<file path="src/acc_pkg.sv">
// package for the converter control block: register map, field positions, timing
// assumes a classic wishbone slave with 32-bit data, one register per aligned word
package acc_pkg;

  // register byte offsets
  localparam logic [7:0] OFF_CTRL_A   = 8'h00;
  localparam logic [7:0] OFF_CTRL_B   = 8'h04;
  localparam logic [7:0] OFF_RES_LOW  = 8'h08;
  localparam logic [7:0] OFF_RES_HIGH = 8'h0c;
  localparam logic [7:0] OFF_DIS_0    = 8'h10;
  localparam logic [7:0] OFF_DIS_1    = 8'h14;
  localparam logic [7:0] OFF_CHAN     = 8'h18;
  localparam logic [7:0] OFF_AMP      = 8'h1c;

  // control a fields
  localparam int A_ENABLE  = 7;
  localparam int A_START   = 6;
  localparam int A_AUTO    = 5;
  localparam int A_FLAG    = 4;
  localparam int A_IRQ_EN  = 3;
  // control b fields
  localparam int B_HSPEED  = 7;
  localparam int B_NOSLEEP = 6;
  localparam int B_SINGLE  = 4;
  // channel register fields
  localparam int CH_LEFT   = 5;

  // reset values
  localparam logic [7:0] RST_CTRL_A = 8'h00;
  localparam logic [7:0] RST_CTRL_B = 8'h00;
  localparam logic [7:0] RST_DIS    = 8'h00;
  localparam logic [7:0] RST_CHAN   = 8'h00;
  localparam logic [7:0] RST_AMP    = 8'h00;

  // amplified channel code and trigger codes
  localparam logic [3:0] CHAN_AMP    = 4'hb;
  localparam logic [3:0] TRG_FREE    = 4'h0;
  localparam logic [3:0] TRG_STAGE_R = 4'h5;
  localparam logic [3:0] TRG_STAGE_2 = 4'h6;
  localparam logic [3:0] TRG_LAST    = 4'h8;
  localparam logic [1:0] AMP_TRG_DIV = 2'h0;
  localparam logic [1:0] AMP_TRG_R   = 2'h1;
  localparam logic [1:0] AMP_TRG_2   = 2'h3;

  // conversion timing in converter clock cycles
  localparam int CONV_CYCLES      = 13;
  localparam int CONV_CYCLES_SYNC = 14;
  localparam int AMP_DIV          = 8;

  typedef enum logic [1:0]
  {
    ST_IDLE = 2'b00,
    ST_WAIT = 2'b01,
    ST_CONV = 2'b10
  } acc_state_type;

  // bus request carrier
  typedef struct packed
  {
    logic       cyc;
    logic       stb;
    logic       we;
    logic [7:0] adr;
    logic [7:0] dat;
  } acc_bus_req_type;

endpackage
</file>
<file path="src/acc_conv_ctrl.sv">
// converter control: registers, prescaler, triggering, sequencing and result holding
// assumes a wishbone master on CLK_SYS and an analog core that delivers a 10-bit sample
// Function
// - auto-trigger bit selects triggered or single mode
// - flag sets when result registers updated
// - flag cleared by vector or write one
// - interrupt request only while enable set
// - prescaler divides clock by 2 to 128
// - disable bit blocks sleep-entry auto start
// - single-shot blocks sync triggers until high read
// - trigger on rising edge of event flag
// - 4-bit source field, codes above 8 reserved
// - low read freezes results until high read
// - left adjust puts bits 9:2 in high
// - disable bit forces port input zero
// - amplifier samples on sync clock falling edge
// - sync from stage events or clock/8
// - user start takes 13 or 14 cycles
// - amplified conversion blocks other channel starts
// - amplifier change in sample phase restarts conversion
// - auto amplified start at next amp event
// - amplified auto mode never free-runs
// - start bit self-clears, writing zero ignored
// - disable during conversion applies at end
// - amp select 00 clock/8, 01/11 stage events
//
// Register access over Wishbone and the address map were decided locally.
`timescale 1ns/1ns
`default_nettype none
module acc_conv_ctrl
  import acc_pkg::*;
#(
  parameter int DATA_W = 10
)
(
  input  wire logic               CLK_SYS,
  input  wire logic               RST,
  input  wire logic               WB_CYC_I,
  input  wire logic               WB_STB_I,
  input  wire logic               WB_WE_I,
  input  wire logic [7:0]         WB_ADR_I,
  input  wire logic [3:0]         WB_SEL_I,
  input  wire logic [31:0]        WB_DAT_I,
  output logic      [31:0]        WB_DAT_O,
  output logic                    WB_ACK_O,
  input  wire logic [8:0]         TRIG_EVENTS,
  input  wire logic               IRQ_VECTOR_ACK,
  input  wire logic               SLEEP_ENTRY,
  input  wire logic [DATA_W-1:0]  CORE_RESULT,
  input  wire logic               AMP_OUT_CHANGED,
  input  wire logic [10:0]        PORT_PIN_IN,
  output logic [10:0]             PORT_PIN_OUT,
  output logic [10:0]             INPUT_BUF_OFF,
  output logic                    CONV_IRQ,
  output logic                    CONV_CLK,
  output logic                    AMP_SYNC_CLK,
  output logic                    CORE_SAMPLE,
  output logic                    CONVERTING,
  output logic                    HIGH_SPEED,
  output logic [3:0]              CHANNEL
);

  // tag helper: rising edge of a level
  function automatic logic rise(input logic now, input logic was);
    rise = now & ~was;
  endfunction

  logic [7:0]       ctrl_a_reg;
  logic [7:0]       ctrl_b_reg;
  logic [7:0]       chan_reg;
  logic [7:0]       amp_reg;
  logic [7:0]       dis0_reg;
  logic [2:0]       dis1_reg;
  logic [DATA_W-1:0] result_reg;
  logic             locked_reg;
  logic             ss_block_reg;
  logic             enable_pend_reg;
  logic [8:0]       events_reg;
  logic [6:0]       presc_reg;
  logic             conv_tick;
  logic [2:0]       amp_div_reg;
  logic [4:0]       cycle_reg;
  logic [4:0]       cycle_target_reg;
  logic             wait_amp_reg;
  logic             ext_amp_prev_reg;
  acc_state_type    state_reg;
  acc_state_type    state_next;
  acc_bus_req_type  req;
  logic             wr;
  logic             rd;
  logic             start_sw;
  logic             trig_hit;
  logic             start_any;
  logic             conv_done;
  logic             amp_event;
  logic             is_amp;
  logic [7:0]       res_low;
  logic [7:0]       res_high;
  logic [6:0]       div_mask;

  assign req = '{cyc: WB_CYC_I, stb: WB_STB_I, we: WB_WE_I, adr: WB_ADR_I, dat: WB_DAT_I[7:0]};
  // one access per handshake: ack drops in the cycle after it rises
  assign wr = req.cyc & req.stb & ~WB_ACK_O & req.we & WB_SEL_I[0];
  assign rd = req.cyc & req.stb & ~WB_ACK_O & ~req.we;
  assign is_amp = (chan_reg[3:0] == CHAN_AMP);

  // bus acknowledge, one cycle after the request
  always_ff @(posedge CLK_SYS or posedge RST)
  begin
    if (RST)
      WB_ACK_O <= 1'b0;
    else
      WB_ACK_O <= req.cyc & req.stb & ~WB_ACK_O;
  end

  // result justification
  always_comb
  begin
    if (chan_reg[CH_LEFT])
    begin
      res_high = result_reg[9:2];
      res_low  = {result_reg[1:0], 6'h00};
    end
    else
    begin
      res_high = {6'h00, result_reg[9:8]};
      res_low  = result_reg[7:0];
    end
  end

  // read data, unmapped addresses read zero
  always_ff @(posedge CLK_SYS or posedge RST)
  begin
    if (RST)
      WB_DAT_O <= 32'h00000000;
    else if (rd)
    begin
      case (req.adr)
        OFF_CTRL_A:   WB_DAT_O <= {24'h000000, ctrl_a_reg};
        OFF_CTRL_B:   WB_DAT_O <= {24'h000000, ctrl_b_reg[7:6], 1'b0, ctrl_b_reg[4:0]};
        OFF_RES_LOW:  WB_DAT_O <= {24'h000000, res_low};
        OFF_RES_HIGH: WB_DAT_O <= {24'h000000, res_high};
        OFF_DIS_0:    WB_DAT_O <= {24'h000000, dis0_reg};
        OFF_DIS_1:    WB_DAT_O <= {29'h00000000, dis1_reg};
        OFF_CHAN:     WB_DAT_O <= {24'h000000, chan_reg[7:5], 1'b0, chan_reg[3:0]};
        OFF_AMP:      WB_DAT_O <= {30'h00000000, amp_reg[1:0]};
        default:      WB_DAT_O <= 32'h00000000;
      endcase
    end
  end

  // plain configuration registers
  always_ff @(posedge CLK_SYS or posedge RST)
  begin
    if (RST)
    begin
      ctrl_b_reg <= RST_CTRL_B;
      dis0_reg   <= RST_DIS;
      dis1_reg   <= RST_DIS[2:0];
      chan_reg   <= RST_CHAN;
      amp_reg    <= RST_AMP;
    end
    else if (wr)
    begin
      if (req.adr == OFF_CTRL_B)
        ctrl_b_reg <= req.dat;
      if (req.adr == OFF_DIS_0)
        dis0_reg <= req.dat;
      if (req.adr == OFF_DIS_1)
        dis1_reg <= req.dat[2:0];
      if (req.adr == OFF_CHAN)
        chan_reg <= req.dat;
      if (req.adr == OFF_AMP)
        amp_reg <= req.dat;
    end
  end

  // prescaler: free counter, tick when masked bits are all ones
  always_comb
  begin
    case (ctrl_a_reg[2:0])
      3'h0, 3'h1: div_mask = 7'h01;
      3'h2:       div_mask = 7'h03;
      3'h3:       div_mask = 7'h07;
      3'h4:       div_mask = 7'h0f;
      3'h5:       div_mask = 7'h1f;
      3'h6:       div_mask = 7'h3f;
      default:    div_mask = 7'h7f;
    endcase
  end
  assign conv_tick = ((presc_reg & div_mask) == div_mask);

  always_ff @(posedge CLK_SYS or posedge RST)
  begin
    if (RST)
      presc_reg <= 7'h00;
    else
      presc_reg <= presc_reg + 7'h01;
  end

  // amplifier sync clock: converter clock divided by 8, low for the first half
  always_ff @(posedge CLK_SYS or posedge RST)
  begin
    if (RST)
      amp_div_reg <= 3'h0;
    else if (conv_tick)
      amp_div_reg <= amp_div_reg + 3'h1;
  end

  // event flags captured for edge detection
  always_ff @(posedge CLK_SYS or posedge RST)
  begin
    if (RST)
    begin
      events_reg       <= 9'h000;
      ext_amp_prev_reg <= 1'b0;
    end
    else
    begin
      events_reg       <= TRIG_EVENTS;
      ext_amp_prev_reg <= (amp_reg[1:0] == AMP_TRG_R) ? TRIG_EVENTS[TRG_STAGE_R] : TRIG_EVENTS[TRG_STAGE_2];
    end
  end

  // amplifier event: falling edge of internal clock, or rising stage event
  always_comb
  begin
    case (amp_reg[1:0])
      AMP_TRG_DIV: amp_event = conv_tick & (amp_div_reg == 3'h7);
      AMP_TRG_R:   amp_event = rise(TRIG_EVENTS[TRG_STAGE_R], ext_amp_prev_reg);
      AMP_TRG_2:   amp_event = rise(TRIG_EVENTS[TRG_STAGE_2], ext_amp_prev_reg);
      default:     amp_event = 1'b0;
    endcase
  end

  // trigger selection
  always_comb
  begin
    trig_hit = 1'b0;
    if (ctrl_a_reg[A_AUTO] && ctrl_b_reg[3:0] != TRG_FREE && ctrl_b_reg[3:0] <= TRG_LAST)
      trig_hit = rise(TRIG_EVENTS[ctrl_b_reg[3:0]], events_reg[ctrl_b_reg[3:0]]);
    if ((ctrl_b_reg[3:0] == TRG_STAGE_R || ctrl_b_reg[3:0] == TRG_STAGE_2) && ss_block_reg)
      trig_hit = 1'b0;
  end

  // software start, free running, triggered start, sleep entry start
  assign start_sw  = ctrl_a_reg[A_START] & ctrl_a_reg[A_ENABLE];
  always_comb
  begin
    start_any = 1'b0;
    if (ctrl_a_reg[A_ENABLE])
    begin
      if (ctrl_a_reg[A_AUTO])
        start_any = trig_hit | (ctrl_b_reg[3:0] == TRG_FREE & ~is_amp);
      start_any = start_any | start_sw | (SLEEP_ENTRY & ~ctrl_b_reg[B_NOSLEEP]);
    end
  end

  assign conv_done = (state_reg == ST_CONV) & conv_tick & (cycle_reg == cycle_target_reg);

  // sequencer
  always_comb
  begin
    case (state_reg)
      ST_IDLE: state_next = start_any ? (is_amp ? ST_WAIT : ST_CONV) : ST_IDLE;
      ST_WAIT: state_next = ((start_sw | ~ctrl_a_reg[A_AUTO]) || amp_event) ? ST_CONV : ST_WAIT;
      ST_CONV: state_next = conv_done ? ST_IDLE : ST_CONV;
      default: state_next = ST_IDLE;
    endcase
  end

  always_ff @(posedge CLK_SYS or posedge RST)
  begin
    if (RST)
    begin
      state_reg        <= ST_IDLE;
      cycle_reg        <= 5'h00;
      cycle_target_reg <= 5'h00;
      wait_amp_reg     <= 1'b0;
    end
    else
    begin
      state_reg <= state_next;
      if (state_reg != ST_CONV && state_next == ST_CONV)
      begin
        cycle_reg <= 5'h00;
        // amplified channel start while sync clock high costs a synchronisation cycle
        cycle_target_reg <= (is_amp && amp_div_reg[2]) ? 5'(CONV_CYCLES_SYNC) : 5'(CONV_CYCLES);
      end
      else if (state_reg == ST_CONV && is_amp && AMP_OUT_CHANGED && cycle_reg < 5'h02)
        cycle_reg <= 5'h00;
      else if (state_reg == ST_CONV && conv_tick)
        cycle_reg <= cycle_reg + 5'h01;
      wait_amp_reg <= (state_reg == ST_WAIT);
    end
  end

  // control a: start self-clears, flag set wins over clear, enable deferred
  always_ff @(posedge CLK_SYS or posedge RST)
  begin
    if (RST)
    begin
      ctrl_a_reg      <= RST_CTRL_A;
      enable_pend_reg <= 1'b0;
    end
    else
    begin
      if (wr && req.adr == OFF_CTRL_A)
      begin
        ctrl_a_reg[A_AUTO]   <= req.dat[A_AUTO];
        ctrl_a_reg[A_IRQ_EN] <= req.dat[A_IRQ_EN];
        ctrl_a_reg[2:0]      <= req.dat[2:0];
        if (req.dat[A_START])
          ctrl_a_reg[A_START] <= 1'b1;
        if (req.dat[A_FLAG])
          ctrl_a_reg[A_FLAG] <= 1'b0;
        if (state_reg != ST_IDLE && !req.dat[A_ENABLE])
          enable_pend_reg <= 1'b1;
        else
        begin
          ctrl_a_reg[A_ENABLE] <= req.dat[A_ENABLE];
          enable_pend_reg      <= 1'b0;
        end
      end
      if (IRQ_VECTOR_ACK)
        ctrl_a_reg[A_FLAG] <= 1'b0;
      if (conv_done)
      begin
        ctrl_a_reg[A_START] <= 1'b0;
        ctrl_a_reg[A_FLAG]  <= 1'b1;
        if (enable_pend_reg)
        begin
          ctrl_a_reg[A_ENABLE] <= 1'b0;
          enable_pend_reg      <= 1'b0;
        end
      end
    end
  end

  // result holding and single-shot block
  always_ff @(posedge CLK_SYS or posedge RST)
  begin
    if (RST)
    begin
      result_reg   <= '0;
      locked_reg   <= 1'b0;
      ss_block_reg <= 1'b0;
    end
    else
    begin
      if (conv_done && !locked_reg)
        result_reg <= CORE_RESULT;
      if (rd && req.adr == OFF_RES_LOW)
        locked_reg <= 1'b1;
      else if (rd && req.adr == OFF_RES_HIGH)
        locked_reg <= 1'b0;
      if (rd && req.adr == OFF_RES_HIGH)
        ss_block_reg <= 1'b0;
      else if (trig_hit && ctrl_b_reg[B_SINGLE])
        ss_block_reg <= 1'b1;
    end
  end

  // registered outputs
  always_ff @(posedge CLK_SYS or posedge RST)
  begin
    if (RST)
    begin
      CONV_IRQ      <= 1'b0;
      CONV_CLK      <= 1'b0;
      AMP_SYNC_CLK  <= 1'b0;
      CORE_SAMPLE   <= 1'b0;
      CONVERTING    <= 1'b0;
      HIGH_SPEED    <= 1'b0;
      CHANNEL       <= 4'h0;
      PORT_PIN_OUT  <= 11'h000;
      INPUT_BUF_OFF <= 11'h000;
    end
    else
    begin
      CONV_IRQ      <= ctrl_a_reg[A_FLAG] & ctrl_a_reg[A_IRQ_EN];
      CONV_CLK      <= conv_tick;
      AMP_SYNC_CLK  <= amp_div_reg[2];
      CORE_SAMPLE   <= wait_amp_reg ? 1'b0 : amp_event;
      CONVERTING    <= (state_next == ST_CONV);
      HIGH_SPEED    <= ctrl_b_reg[B_HSPEED];
      CHANNEL       <= chan_reg[3:0];
      INPUT_BUF_OFF <= {dis1_reg, dis0_reg};
      PORT_PIN_OUT  <= PORT_PIN_IN & ~{dis1_reg, dis0_reg};
    end
  end

endmodule
`default_nettype wire

</file>
<file path="config.mk">
export PLATFORM = sky130hd
export DESIGN_NAME = acc_conv_ctrl
export DESIGN_NICKNAME = d
export VERILOG_FILES = /design/src/acc_pkg.sv /design/src/acc_conv_ctrl.sv
export SDC_FILE = /design/constraint.sdc
export NUM_CORES = 1
export LEC_CHECK = 0
export BUFFER_PORTS_ARGS = -buffer_cell sky130_fd_sc_hd__buf_2
export CAP_MARGIN = 30
export CELL_PAD_IN_SITES_DETAIL_PLACEMENT = 0
export CELL_PAD_IN_SITES_GLOBAL_PLACEMENT = 2
export CORE_ASPECT_RATIO = 0.75
export CORE_UTILIZATION = 36
export DETAILED_ROUTE_END_ITERATION = 10
export MAX_ROUTING_LAYER = met4
export PLACE_DENSITY_LB_ADDON = 0.1
export SLEW_MARGIN = 20
export SYNTH_ARGS = -nofsm -noshare
export SYNTH_HDL_FRONTEND = slang
export SYNTH_SLANG_ARGS = --single-unit
</file>
<file path="constraint.sdc">
create_clock -name CLK_SYS -period 6.3 [get_ports CLK_SYS]
set_clock_uncertainty 0.05 [all_clocks]
set_input_delay 1.26 -clock CLK_SYS [delete_from_list [all_inputs] [get_ports CLK_SYS]]
set_output_delay 1.26 -clock CLK_SYS [all_outputs]
set_load 0.02 [all_outputs]
</file>
**Yosys cells after proc, flatten, opt, wreduce, memory -nomap -nowiden**

Cells that the tools add are included.
W data, S select, Z words.

- Register bits after elaboration: 148
- Output and inout bits: 65
- Logic and storage cells: 174

- Add/sub/neg operators: 3
- $lt $le $gt $ge: 3
- Equal/unequal tests: 25
- Mux-type cells: 41
- Bitwise gates (word level): 29
- Reduce and logical (&&, ||, !) cells: 41

Operator list:

| kind | count |
|---|---|
| $pmux W8 S8 | 1 |
| $pmux W7 S6 | 1 |
| $eq A8 B5 Y1 const B | 4 |
| $mux W8 | 3 |
| $mux W1 | 23 |
| $eq A8 B4 Y1 const B | 2 |
| $and A1 B1 Y1 | 15 |
| $logic_and A1 B1 Y1 | 15 |
| $mux W5 | 3 |
| $reduce_and A2 Y1 | 7 |
| $eq A3 B3 Y1 const B | 4 |
| $mux W2 | 6 |
| $and A11 B11 Y11 | 1 |
| $not A11 Y11 | 1 |
| $reduce_bool A2 Y1 | 5 |
| $reduce_bool A3 Y1 | 3 |
| $bmux W1 S4 | 2 |
| $eq A4 B3 Y1 const B | 2 |
| $eq A8 B3 Y1 const B | 1 |
| $logic_not A8 Y1 | 1 |
| $add A7 B1 Y7 const B | 1 |
| $and A7 B7 Y7 | 1 |
| $eq A7 B7 Y1 | 1 |
| $not A1 Y1 | 7 |
| 22 further kinds | 32 |

**Longest topological paths before layout**

Gate-level depths: netlist of run 1.

- Depth after elaboration: 17
- Gate-level depth with buffers: 8
- Depth with buffers taken out: 6

**Worst setup path before layout of run 1**

OpenSTA, ideal clock, no wires.

- Path type: in2reg
- Start point: in WB_ADR_I[7]
- End point: reg ctrl_a_reg[0]
- Setup time: 0.125 ns
- Arrival: 2.783 ns
- Data required time: 6.125 ns
- Slack: 3.342 ns
- Cell stages on the path: 5
- Path buffers: 1
- Cells stage by stage: or4_1 > nor4_2 > and3b_1 > buf_2 > mux2_2

- Cells in the longest elaborated chain, start to end: 2

RTL lines:

| what | RTL line | source |
|---|---|---|
| start: declaration | acc_conv_ctrl.sv:41 | `input wire logic [7:0] WB_ADR_I,` |
| $logic_not A8 Y1 | acc_conv_ctrl.sv:308 | `if (wr && req.adr == OFF_CTRL_A)` |
| $logic_and A1 B1 Y1 | acc_conv_ctrl.sv:308 |  |
| end signal: indexed assignment | acc_conv_ctrl.sv:310 | `ctrl_a_reg[A_AUTO] <= req.dat[A_AUTO];` |
| end signal: indexed assignment | acc_conv_ctrl.sv:311 | `ctrl_a_reg[A_IRQ_EN] <= req.dat[A_IRQ_EN];` |
| end signal: assignment | acc_conv_ctrl.sv:312 | `ctrl_a_reg[2:0] <= req.dat[2:0];` |
| end: declaration | acc_conv_ctrl.sv:68 | `logic [7:0] ctrl_a_reg;` |

No other way between the ends.
A chain may end at the register's enable or synchronous reset.

**Final worst setup path of run 1**

- Start point: in WB_ADR_I[7]
- End point: reg ctrl_a_reg[3]

Same word-level chain as after synthesis.

==> reports/qor.txt, run 1 <==
die area -> 0.01527 mm^2
std cell rows -> 38
largest family of logic cells by synthesized area -> multiplexers
critical path's largest stage delay -> 0.59 ns
async set-reset flop share out of synthesis -> 100.0%
EDFF count, synth -> 0
Gate Count Post-Synth -> 437
Post-Synth XOR/XNOR Area -> 1.976%
Worst setup EP type -> flop
GP Congestion -> 0.8237
Fin Hold WS -> 0.3421 ns
critical path fanouts, max -> 10
Req. time, crit path -> 6.53 ns
Final Power -> 2.160 mW
adder-cell area share of the yosys netlist -> 0.9407%
Yosys cell types -> 62
CTS Buffer Depth -> 2
Compound-Gate Fraction of Synth Area -> 7.361%
drt first pass iters -> 5
top cells by count, synth -> dfrtp_1 (119), mux2_2 (36), nand2_1 (31), nor2_1 (30), buf_4 (24)
total track usage -> 18.57%
cts bufs inserted -> 17
min Tclk post-route -> 3.003 ns
Yosys top cell by area -> dfrtp_1
pwr dens -> 331.6 mW/mm^2
Leakage -> 3.195 nW
H-tree depth -> 4
clk_lat worst skew -> 0.40 ns
VDD IR max -> 0.1893 mV
top cells by area, synth -> dfrtp_1 (56%), mux2_2 (7.6%), buf_4 (3.4%)
chip width -> 142.4 um
max-slew violations -> 0
unrepaired setup endpoints after global routing -> false
worst r2r path cells -> 6
Critical R2R Launch -> ctrl_a_reg[1]$_DFFE_PP0P_
Starting Density -> 36.81%
max cap viols -> 0
CTS root buffer -> clkbuf_16
via count -> 3632
Min-Delay Path Class -> reg2reg
DR vias/cell -> 4.836
setup violators final -> 0
Max Clock Freq -> 0.3330 GHz
IO Port Bufs -> 95
multiplexer area fraction after synthesis -> 15.24%
DRC -> 0
post-route setup slack -> 3.297 ns
relative max-transition margin -> 57.28%
startpoint types -> input port
Post-CTS Setup Inserts -> 0
Clock transition at path regs -> 0.05 ns
WP buf/inv -> 1
initial antenna violation count -> 0
die height -> 107.3 um
Antenna Nets Post-Route -> 0
Hold Fails Final Rpt -> 0
Post-CTS Hold Buffers -> 0
CTS tree -> yes
Arr. time, crit path -> 3.24 ns
dpl hpwl -> 9229 um
first-pass GRT wire length -> 20120 um
Post-Syn Area per Cell -> 12.17 um^2
crit path from -> WB_ADR_I[7]
most common cell in the synthesized netlist -> dfrtp_1
DR iter-0 viols -> 210
Area after DPL -> 0.005904 mm^2
CP max stage cell -> and3b_1
Worst R2R End -> result_reg[8]$_DFFE_PP0P_
global route overflow -> 0
Ant. Diodes -> 0
Resized Gates After CTS -> 0
Final nets -> 625
Worst Setup EP -> ctrl_a_reg[3]$_DFFE_PP0P_
worst slew pin tran -> 0.6359 ns
share of cells above drive strength 1 -> 34.30%
ys flop type -> dfrtp_1
critical path class -> in2reg
final non-filler cell area -> 0.006514 mm^2
TritonCTS Sinks -> 119
Ys Warns -> 0
Final Util -> 45.07%
Yosys top cell area share -> 55.97%
Synth-to-Final Area Change -> 22.44%
Non-Filler Instances -> 751
Seq/Total Area, Yosys -> 55.97%
status -> completed
synthesized cell area -> 0.005320 mm^2
Synth Register Bits -> 119
CORE AREA -> 0.01445 mm^2
critical-path cell list -> buf_2 > or4_1 > nor4_2 > and3b_1 > mux2_2
I/O pin total -> 147
wire length after detailed routing -> 12610 um
DR WL/cell -> 16.78 um
Simple-Gate Fraction of Synth Area -> 13.33%
critical path's top delay family -> simple AND/OR/NAND/NOR gates
vias in the first global route -> 3699
critical path depth -> 5
Placed Cells -> 719
Setup WS pre-CTS -> 2.841 ns
pin count of the biggest net entering global routing -> 78
crit share post-route -> 47.67%
Setup TNS Final -> 0 ns
r2r setup slk -> 3.58 ns
area by class of cell:
type,count,area [um^2]
clock inverters,11,125.1
well taps,200,250.2
fillers,1356,7940
repair buffers,97,510.5
flip-flops and latches,119,2978
inverters,9,36.28
multi-input cells,295,2157
clock buffers,20,456.7
cells in the final DEF, fill, tap and decap left out, types with 4 or more instances in the layout:
cell        netlist  layout
buf_2             1      95
dfrtp_1         119     119
a21oi_1          14      14
nor2_1           30      30
mux2_2           36      36
mux2i_1          12      12
nor2b_1          16      16
nor3_1           10      10
mux4_2            5       5
nand3b_1          4       4
a221oi_1          4       4
a22oi_1           5       5
nand2_1          31      31
clkinvlp_4        0       5
xnor2_1           5       5
xor2_1            7       7
clkbuf_16         0      17
conb_1            1      24
mux2_4           10      10
inv_1             9       8
ha_1              4       4
nand3_1          13      13
o21ai_0          12      12
worst register-to-register path, stage by stage, from the launching register on:
cell      delay [ns]
dfrtp_1         0.44
a21boi_2        0.18
o21ai_1         0.19
nor4b_4         0.50
nor4b_4         0.54
nand2b_2        0.34
mux2_4          0.38
cells by family after synthesis:
group,count (synthesis)
buffers and inverters,46
xor gates and xnor gates,12
muxes,65
adders and majority gates,4
other,1
DFF,119
and+or+nand+nor,131
AOI/OAI and AO/OA,59
how the worst min path moves through the flow:
stage / from / endpoint / slack [ns] / depth (start not counted)
after floorplan: ctrl_b_reg[7]$_DFFE_PP0P_ / HIGH_SPEED$_DFF_PP0_ / 0.32 / 0
after global placement: wait_amp_reg$_DFF_PP0_ / CORE_SAMPLE$_DFF_PP0_ / 0.35 / 1
after detailed placement: wait_amp_reg$_DFF_PP0_ / CORE_SAMPLE$_DFF_PP0_ / 0.34 / 1
after CTS: wait_amp_reg$_DFF_PP0_ / CORE_SAMPLE$_DFF_PP0_ / 0.35 / 1
after global routing: wait_amp_reg$_DFF_PP0_ / CORE_SAMPLE$_DFF_PP0_ / 0.36 / 1
final: wait_amp_reg$_DFF_PP0_ / CORE_SAMPLE$_DFF_PP0_ / 0.34 / 1
report_power, final:
group / switching [mW] / internal, mW / leakage [nW]
sequential: 0.0732 / 0.844 / 1.55
clock: 0.339 / 0.600 / 0.271
combinational: 0.157 / 0.148 / 1.38
total: 0.569 / 1.59 / 3.20
routing by layer:
metal / up-vias / global-route usage, % / share of wire, %
li1: 1712 / - / -
met1: 1805 / 26.23 / 51
met5: - / - / 0
met4: 0 / 6.221 / 0.38
met3: 4 / 4.893 / 4.8
met2: 111 / 25.70 / 44
(Power assumes the default switching activity.)
==> inputs of run 2 (changes only) <==
--- a/config.mk
+++ b/config.mk
@@ -10,7 +10,7 @@
 export CELL_PAD_IN_SITES_DETAIL_PLACEMENT = 0
 export CELL_PAD_IN_SITES_GLOBAL_PLACEMENT = 2
 export CORE_ASPECT_RATIO = 0.75
-export CORE_UTILIZATION = 36
+export CORE_UTILIZATION = 34
 export DETAILED_ROUTE_END_ITERATION = 10
 export MAX_ROUTING_LAYER = met4
 export PLACE_DENSITY_LB_ADDON = 0.1
==> constraint.sdc (replaced) <==
create_clock -name CLK_SYS -period 2.94 [get_ports CLK_SYS]
set_clock_uncertainty 0.05 [all_clocks]
set_input_delay 0.588 -clock CLK_SYS [delete_from_list [all_inputs] [get_ports CLK_SYS]]
set_output_delay 0.588 -clock CLK_SYS [all_outputs]
set_load 0.02 [all_outputs]
==> run 2 against run 1 <==
Net effect: global-route usage fell by 1.1 points; final cell count rose by 2.0%; die area rose by 5.8%; core utilization fell by 1.8 points; clock power rose by 120%; non-clock buffer count rose by 10; highest routed layer unchanged; sequential cell count did not move.
==> reports/qor.txt, run 2 (synthesis gave the netlist of run 1 again) <==
Max Clock Freq -> 0.4378 GHz
CTS root buffer -> clkbuf_16 (unchanged)
setup violators final -> 0 (unchanged)
CORE AREA -> 0.01527 mm^2 (was 0.01445 mm^2)
unrepaired setup endpoints after global routing -> false (unchanged)
clk_lat worst skew -> 0.41 ns (was 0.40 ns)
Ant. Diodes -> 0 (unchanged)
Hold Fails Final Rpt -> 0 (unchanged)
r2r setup slk -> 0.66 ns (was 3.58 ns)
Setup WS pre-CTS -> 0.3157 ns (was 2.841 ns)
total track usage -> 17.45% (was 18.57%)
crit path from -> ctrl_b_reg[0]$_DFFE_PP0P_ (was WB_ADR_I[7])
CTS Buffer Depth -> 2 (unchanged)
critical path fanouts, max -> 9 (was 10)
pwr dens -> 704.7 mW/mm^2 (was 331.6 mW/mm^2)
Worst setup EP type -> flop (unchanged)
drt first pass iters -> 5 (unchanged)
Starting Density -> 34.83% (was 36.81%)
Post-CTS Hold Buffers -> 0 (unchanged)
Setup TNS Final -> 0 ns (unchanged)
initial antenna violation count -> 0 (unchanged)
max-slew violations -> 0 (unchanged)
critical path class -> reg2reg (was in2reg)
GP Congestion -> 0.8076 (was 0.8237)
dpl hpwl -> 9350 um (was 9229 um)
CP max stage cell -> dfrtp_1 (was and3b_1)
critical path's largest stage delay -> 0.46 ns (was 0.59 ns)
Resized Gates After CTS -> 0 (unchanged)
VDD IR max -> 0.3633 mV (was 0.1893 mV)
Post-CTS Setup Inserts -> 0 (unchanged)
min Tclk post-route -> 2.284 ns
Min-Delay Path Class -> in2async (was reg2reg)
share of cells above drive strength 1 -> 35.29% (was 34.30%)
critical-path cell list -> buf_4 > mux2_2 > nand3_1 > a41oi_1 > nand3b_1 > nand3b_1 > or2_2 (was buf_2 > or4_1 > nor4_2 > and3b_1 > mux2_2)
chip width -> 146.4 um (was 142.4 um)
Final Util -> 43.24% (was 45.07%)
std cell rows -> 39 (was 38)
DRC -> 0 (unchanged)
DR vias/cell -> 4.705 (was 4.836)
Synth-to-Final Area Change -> 24.13% (was 22.44%)
pin count of the biggest net entering global routing -> 51 (was 78)
number of fill cells -> 1475 (was 1356)
IO Port Bufs -> 95 (unchanged)
startpoint types -> flop (was input port)
worst slew pin tran -> 0.7520 ns (was 0.6359 ns)
global route overflow -> 0 (unchanged)
first-pass GRT wire length -> 20060 um (was 20120 um)
worst r2r path cells -> 7 (was 6)
cts bufs inserted -> 17 (unchanged)
Critical R2R Launch -> ctrl_b_reg[0]$_DFFE_PP0P_ (was ctrl_a_reg[1]$_DFFE_PP0P_)
max cap viols -> 0 (unchanged)
Final nets -> 635 (was 625)
DR WL/cell -> 16.43 um (was 16.78 um)
crit share post-route -> 77.69%
wire length after detailed routing -> 12580 um (was 12610 um)
status -> completed (unchanged)
I/O pin total -> 147 (unchanged)
Clock transition at path regs -> 0.05 ns (about the same)
Antenna Nets Post-Route -> 0 (unchanged)
vias in the first global route -> 3642 (was 3699)
via count -> 3604 (was 3632)
TritonCTS Sinks -> 119 (unchanged)
DR iter-0 viols -> 176 (was 210)
Leakage -> 3.260 nW (was 3.195 nW)
most used cells in the layout excluding fill and tap cells -> dfrtp_1 (119), buf_2 (95), mux2_2 (36), nand2_1 (31), nor2_1 (30) (unchanged)
cell mode on critical path -> nand3b_1
relative max-transition margin -> 49.76% (was 57.28%)
H-tree depth -> 4 (unchanged)
Req. time, crit path -> 3.18 ns (was 6.53 ns)
CTS tree -> yes (unchanged)
Worst R2R End -> cycle_target_reg[2]$_DFFE_PP0N_ (was result_reg[8]$_DFFE_PP0P_)
die height -> 110.3 um (was 107.3 um)
die area -> 0.01616 mm^2 (was 0.01527 mm^2)
most common cell after layout, fill and taps aside -> dfrtp_1 (unchanged)
Arr. time, crit path -> 2.52 ns (was 3.24 ns)
post-route setup slack -> 0.6560 ns (was 3.297 ns)
## run 2: cell count changes in the layout (fill, tap and decap cells not counted)
cell | before | now
buf_16 | 1 | 0
clkinv_2 | 2 | 4
clkbuf_1 | 1 | 2
inv_4 | 1 | 0
buf_4 | 1 | 10
clkbuf_8 | 2 | 4
clkinvlp_4 | 5 | 2
buf_12 | 0 | 2
inv_6 | 1 | 0
## run 2: per-stage QoR
step / cells / power, mW / area [um^2] / hold slack (ns)
finish: 766 / 4.654 / 6604 / 0.2462
global route: 766 / 4.881 / 6604 / 0.2277
CTS: 766 / 4.720 / 6604 / 0.2260
detailed placement: 735 / 2.650 / 6020 / 0.3442
global placement: 735 / 2.647 / 6020 / 0.3460
floorplan: 460 / 2.453 / 5410 / 0.3190
## run 2: power breakdown
part | switching [mW] | internal (mW) | total [mW]
sequential | 0.153 | 1.81 | 1.96
combinational | 0.335 | 0.328 | 0.663
clock | 0.703 | 1.33 | 2.03
## run 2: worst max path at each step
| stage | to | slack [ns] | cells past startpoint |
|---|---|---|---|
| 2_1_floorplan | ctrl_a_reg[0]$_DFFE_PP0P_ | 0.65 | 5 |
| 3_5_place_dp | chan_reg[5]$_DFFE_PP0P_ | 0.32 | 7 |
| 4_1_cts | result_reg[8]$_DFFE_PP0P_ | 0.65 | 6 |
| 3_3_place_gp | chan_reg[3]$_DFFE_PP0P_ | 0.34 | 7 |
| 6_report | cycle_target_reg[2]$_DFFE_PP0N_ | 0.66 | 7 |
| 5_1_grt | cycle_target_reg[2]$_DFFE_PP0N_ | 0.47 | 7 |
## run 2: area by class of cell
type	instances	area [um^2]	share of cell area, %
inverter	9	37.54	0.5684
multi-input combinational	295	2157	32.66
clock inverter	8	96.34	1.459
clock buffer	23	488.0	7.389
sequential	119	2978	45.09
timing repair buffer	107	590.6	8.943
tap	205	256.5	3.884
## run 2: worst max-delay path: cells and delay by family, from the launching register on
kind,cells,cell delay [ns]
AO/OA/AOI/OAI,1,0.21
buffers and inverters,1,0.21
flip-flops,1,0.46
multiplexers,1,0.34
AND/OR/NAND/NOR,4,0.88
## run 2: routing by layer
metal	wire, um	track usage [%]	vias to the layer above	part of all wire (%)
met5	0	-	-	0
met4	116	6.027	0	0.92
met3	622	4.815	11	4.9
met2	5386	24.42	111	43
met1	6458	24.19	1760	51
li1	-	-	1722	-
==> inputs of run 3 (changes only) <==
==> constraint.sdc (replaced) <==
create_clock -name CLK_SYS -period 2.3 [get_ports CLK_SYS]
set_clock_uncertainty 0.05 [all_clocks]
set_input_delay 0.46 -clock CLK_SYS [delete_from_list [all_inputs] [get_ports CLK_SYS]]
set_output_delay 0.46 -clock CLK_SYS [all_outputs]
set_load 0.02 [all_outputs]
==> run 3 against run 2 <==
Net effect: sequential cell count unchanged; combinational power increased by 30%; final cell count is 2.5% higher; critical path type unchanged; largest power group unchanged; highest routed layer unchanged.
==> reports/qor.txt, run 3 (synthesis gave the netlist of run 1 again) <==
die height -> 110.3 um (unchanged)
Final nets -> 653 (was 635)
initial antenna violation count -> 0 (unchanged)
Synth-to-Final Area Change -> 27.87% (was 24.13%)
vias in the first global route -> 3769 (was 3642)
critical path class -> reg2reg (unchanged)
cts bufs inserted -> 17 (unchanged)
crit share post-route -> 94.61% (was 77.69%)
Non-Filler Instances -> 785 (was 766)
CTS root buffer -> clkbuf_16 (unchanged)
first-pass GRT wire length -> 20910 um (was 20060 um)
Max Clock Freq -> 0.4595 GHz (was 0.4378 GHz)
via count -> 3686 (was 3604)
max cap viols -> 0 (unchanged)
worst hold endpoint -> events_reg[2]$_DFF_PP0_
Antenna Nets Post-Route -> 0 (unchanged)
share of cells above drive strength 1 -> 38.45% (was 35.29%)
clk_lat worst skew -> 0.41 ns (about the same)
Worst R2R End -> result_reg[6]$_DFFE_PP0P_ (was cycle_target_reg[2]$_DFFE_PP0N_)
Post-CTS Hold Buffers -> 0 (unchanged)
max-slew violations -> 0 (unchanged)
Ant. Diodes -> 0 (unchanged)
TritonCTS Sinks -> 119 (unchanged)
Min-Delay Startpoint -> TRIG_EVENTS[2]
Min-Delay Path Class -> in2reg (was in2async)
worst slew pin tran -> 0.6359 ns (was 0.7520 ns)
Setup TNS Final -> 0 ns (unchanged)
most common cell after layout, fill and taps aside -> dfrtp_1 (unchanged)
DR iter-0 viols -> 232 (was 176)
pin count of the biggest net entering global routing -> 120 (was 51)
chip width -> 146.4 um (unchanged)
DR vias/cell -> 4.696 (was 4.705)
r2r setup slk -> 0.12 ns (was 0.66 ns)
CORE AREA -> 0.01527 mm^2 (unchanged)
startpoint types -> flop (unchanged)
DR WL/cell -> 16.58 um (was 16.43 um)
relative max-transition margin -> 57.60% (was 49.76%)
Placed Cells -> 752 (was 735)
Clock transition at path regs -> 0.06 ns (was 0.05 ns)
global route overflow -> 0 (unchanged)
unrepaired setup endpoints after global routing -> false (unchanged)
wire length after detailed routing -> 13020 um (was 12580 um)
status -> completed (unchanged)
setup violators final -> 0 (unchanged)
die area -> 0.01616 mm^2 (unchanged)
Hold Fails Final Rpt -> 0 (unchanged)
CTS Buffer Depth -> 2 (unchanged)
min Tclk post-route -> 2.176 ns (was 2.284 ns)
IO Port Bufs -> 95 (unchanged)
GP Congestion -> 0.7752 (was 0.8076)
I/O pin total -> 147 (unchanged)
DRC -> 0 (unchanged)
dpl hpwl -> 9493 um (was 9350 um)
critical path fanouts, max -> 10 (was 9)
Starting Density -> 34.83% (unchanged)
hold path depth -> 1
worst r2r path cells -> 6 (was 7)
Arr. time, crit path -> 2.42 ns (was 2.52 ns)
pwr dens -> 905.4 mW/mm^2 (was 704.7 mW/mm^2)
Req. time, crit path -> 2.54 ns (was 3.18 ns)
CTS tree -> yes (unchanged)
VDD IR max -> 0.5422 mV (was 0.3633 mV)
Final Power -> 6.159 mW (was 4.654 mW)
drt first pass iters -> 4 (was 5)
Final Util -> 44.54% (was 43.24%)
most used cells in the layout excluding fill and tap cells -> dfrtp_1 (118), buf_2 (95), mux2_2 (36), nand2_1 (31), nor2_1 (30) (was dfrtp_1 (119), buf_2 (95), mux2_2 (36), nand2_1 (31), nor2_1 (30))
H-tree depth -> 4 (unchanged)
Leakage -> 3.351 nW (was 3.260 nW)
total track usage -> 18.06% (was 17.45%)
std cell rows -> 39 (unchanged)
Critical R2R Launch -> ctrl_a_reg[1]$_DFFE_PP0P_ (was ctrl_b_reg[0]$_DFFE_PP0P_)
Worst setup EP type -> flop (unchanged)
-- run 3: changes by cell type in the layout (fill, tap and decap cells not counted), sizes merged --
cell | previous run | this run
buf | 107 | 125
bufinv | 2 | 4
clkbuf | 23 | 17
clkinvlp | 2 | 6
inv | 8 | 9
-- run 3: timing repair --
action | CTS | global route
resized for setup | 1 | 4
setup buffers | 0 | 1
setup endpoints to repair | 10 | 13
-- run 3: worst max path at each step --
stage / startpoint / endpoint / cells past startpoint
2_1_floorplan: WB_ADR_I[7] / ctrl_a_reg[0]$_DFFE_PP0P_ / 5
3_3_place_gp: WB_ADR_I[7] / dis1_reg[1]$_DFFE_PP0P_ / 6
3_5_place_dp: WB_ADR_I[7] / WB_DAT_O[5]$_DFFE_PP0P_ / 8
4_1_cts: ctrl_a_reg[1]$_DFFE_PP0P_ / result_reg[6]$_DFFE_PP0P_ / 6
5_1_grt: ctrl_a_reg[1]$_DFFE_PP0P_ / result_reg[6]$_DFFE_PP0P_ / 6
6_report: ctrl_a_reg[1]$_DFFE_PP0P_ / result_reg[6]$_DFFE_PP0P_ / 6
-- run 3: worst max-delay path: stages (launching register included) --
cell and delay [ns]:
dfrtp_1 0.43, a21boi_2 0.18, o21ai_2 0.19, nor4b_4 0.30
nor4b_4 0.36, nand2b_4 0.20, mux2_4 0.34
-- run 3: power breakdown --
| group | switching [mW] | total, mW | internal [mW] |
|---|---|---|---|
| Clock | 0.971 | 2.78 | 1.81 |
| Sequential | 0.205 | 2.52 | 2.31 |
| Combinational | 0.434 | 0.859 | 0.426 |
-- run 3: layer usage --
metal	routed length, um	GRT usage (%)
met4	161	6.771
met2	5574	25.27
met5	0	-
met3	708	3.992
met1	6575	25.49
-- run 3: layout make-up --
type | instances | area (um^2)
clock inverters | 15 | 202.7
multi-input cells | 295 | 2176
inverters | 9 | 37.54
flip-flops and latches | 119 | 2979
repair buffers | 125 | 725.7
fillers | 1465 | 8471
well taps | 205 | 256.5
clock buffers | 17 | 425.4
-- run 3: metrics by stage --
stage	instance area [um^2]	setup WS, ns	hold WS (ns)
after CTS	6780	0.04455	0.1002
after floorplan	5410	0.1422	0.3190
after global routing	6803	0.005161	0.1017
final	6803	0.1239	0.1169
after detailed placement	6147	-0.1348	0.3371
after global placement	6147	-0.1722	0.3447
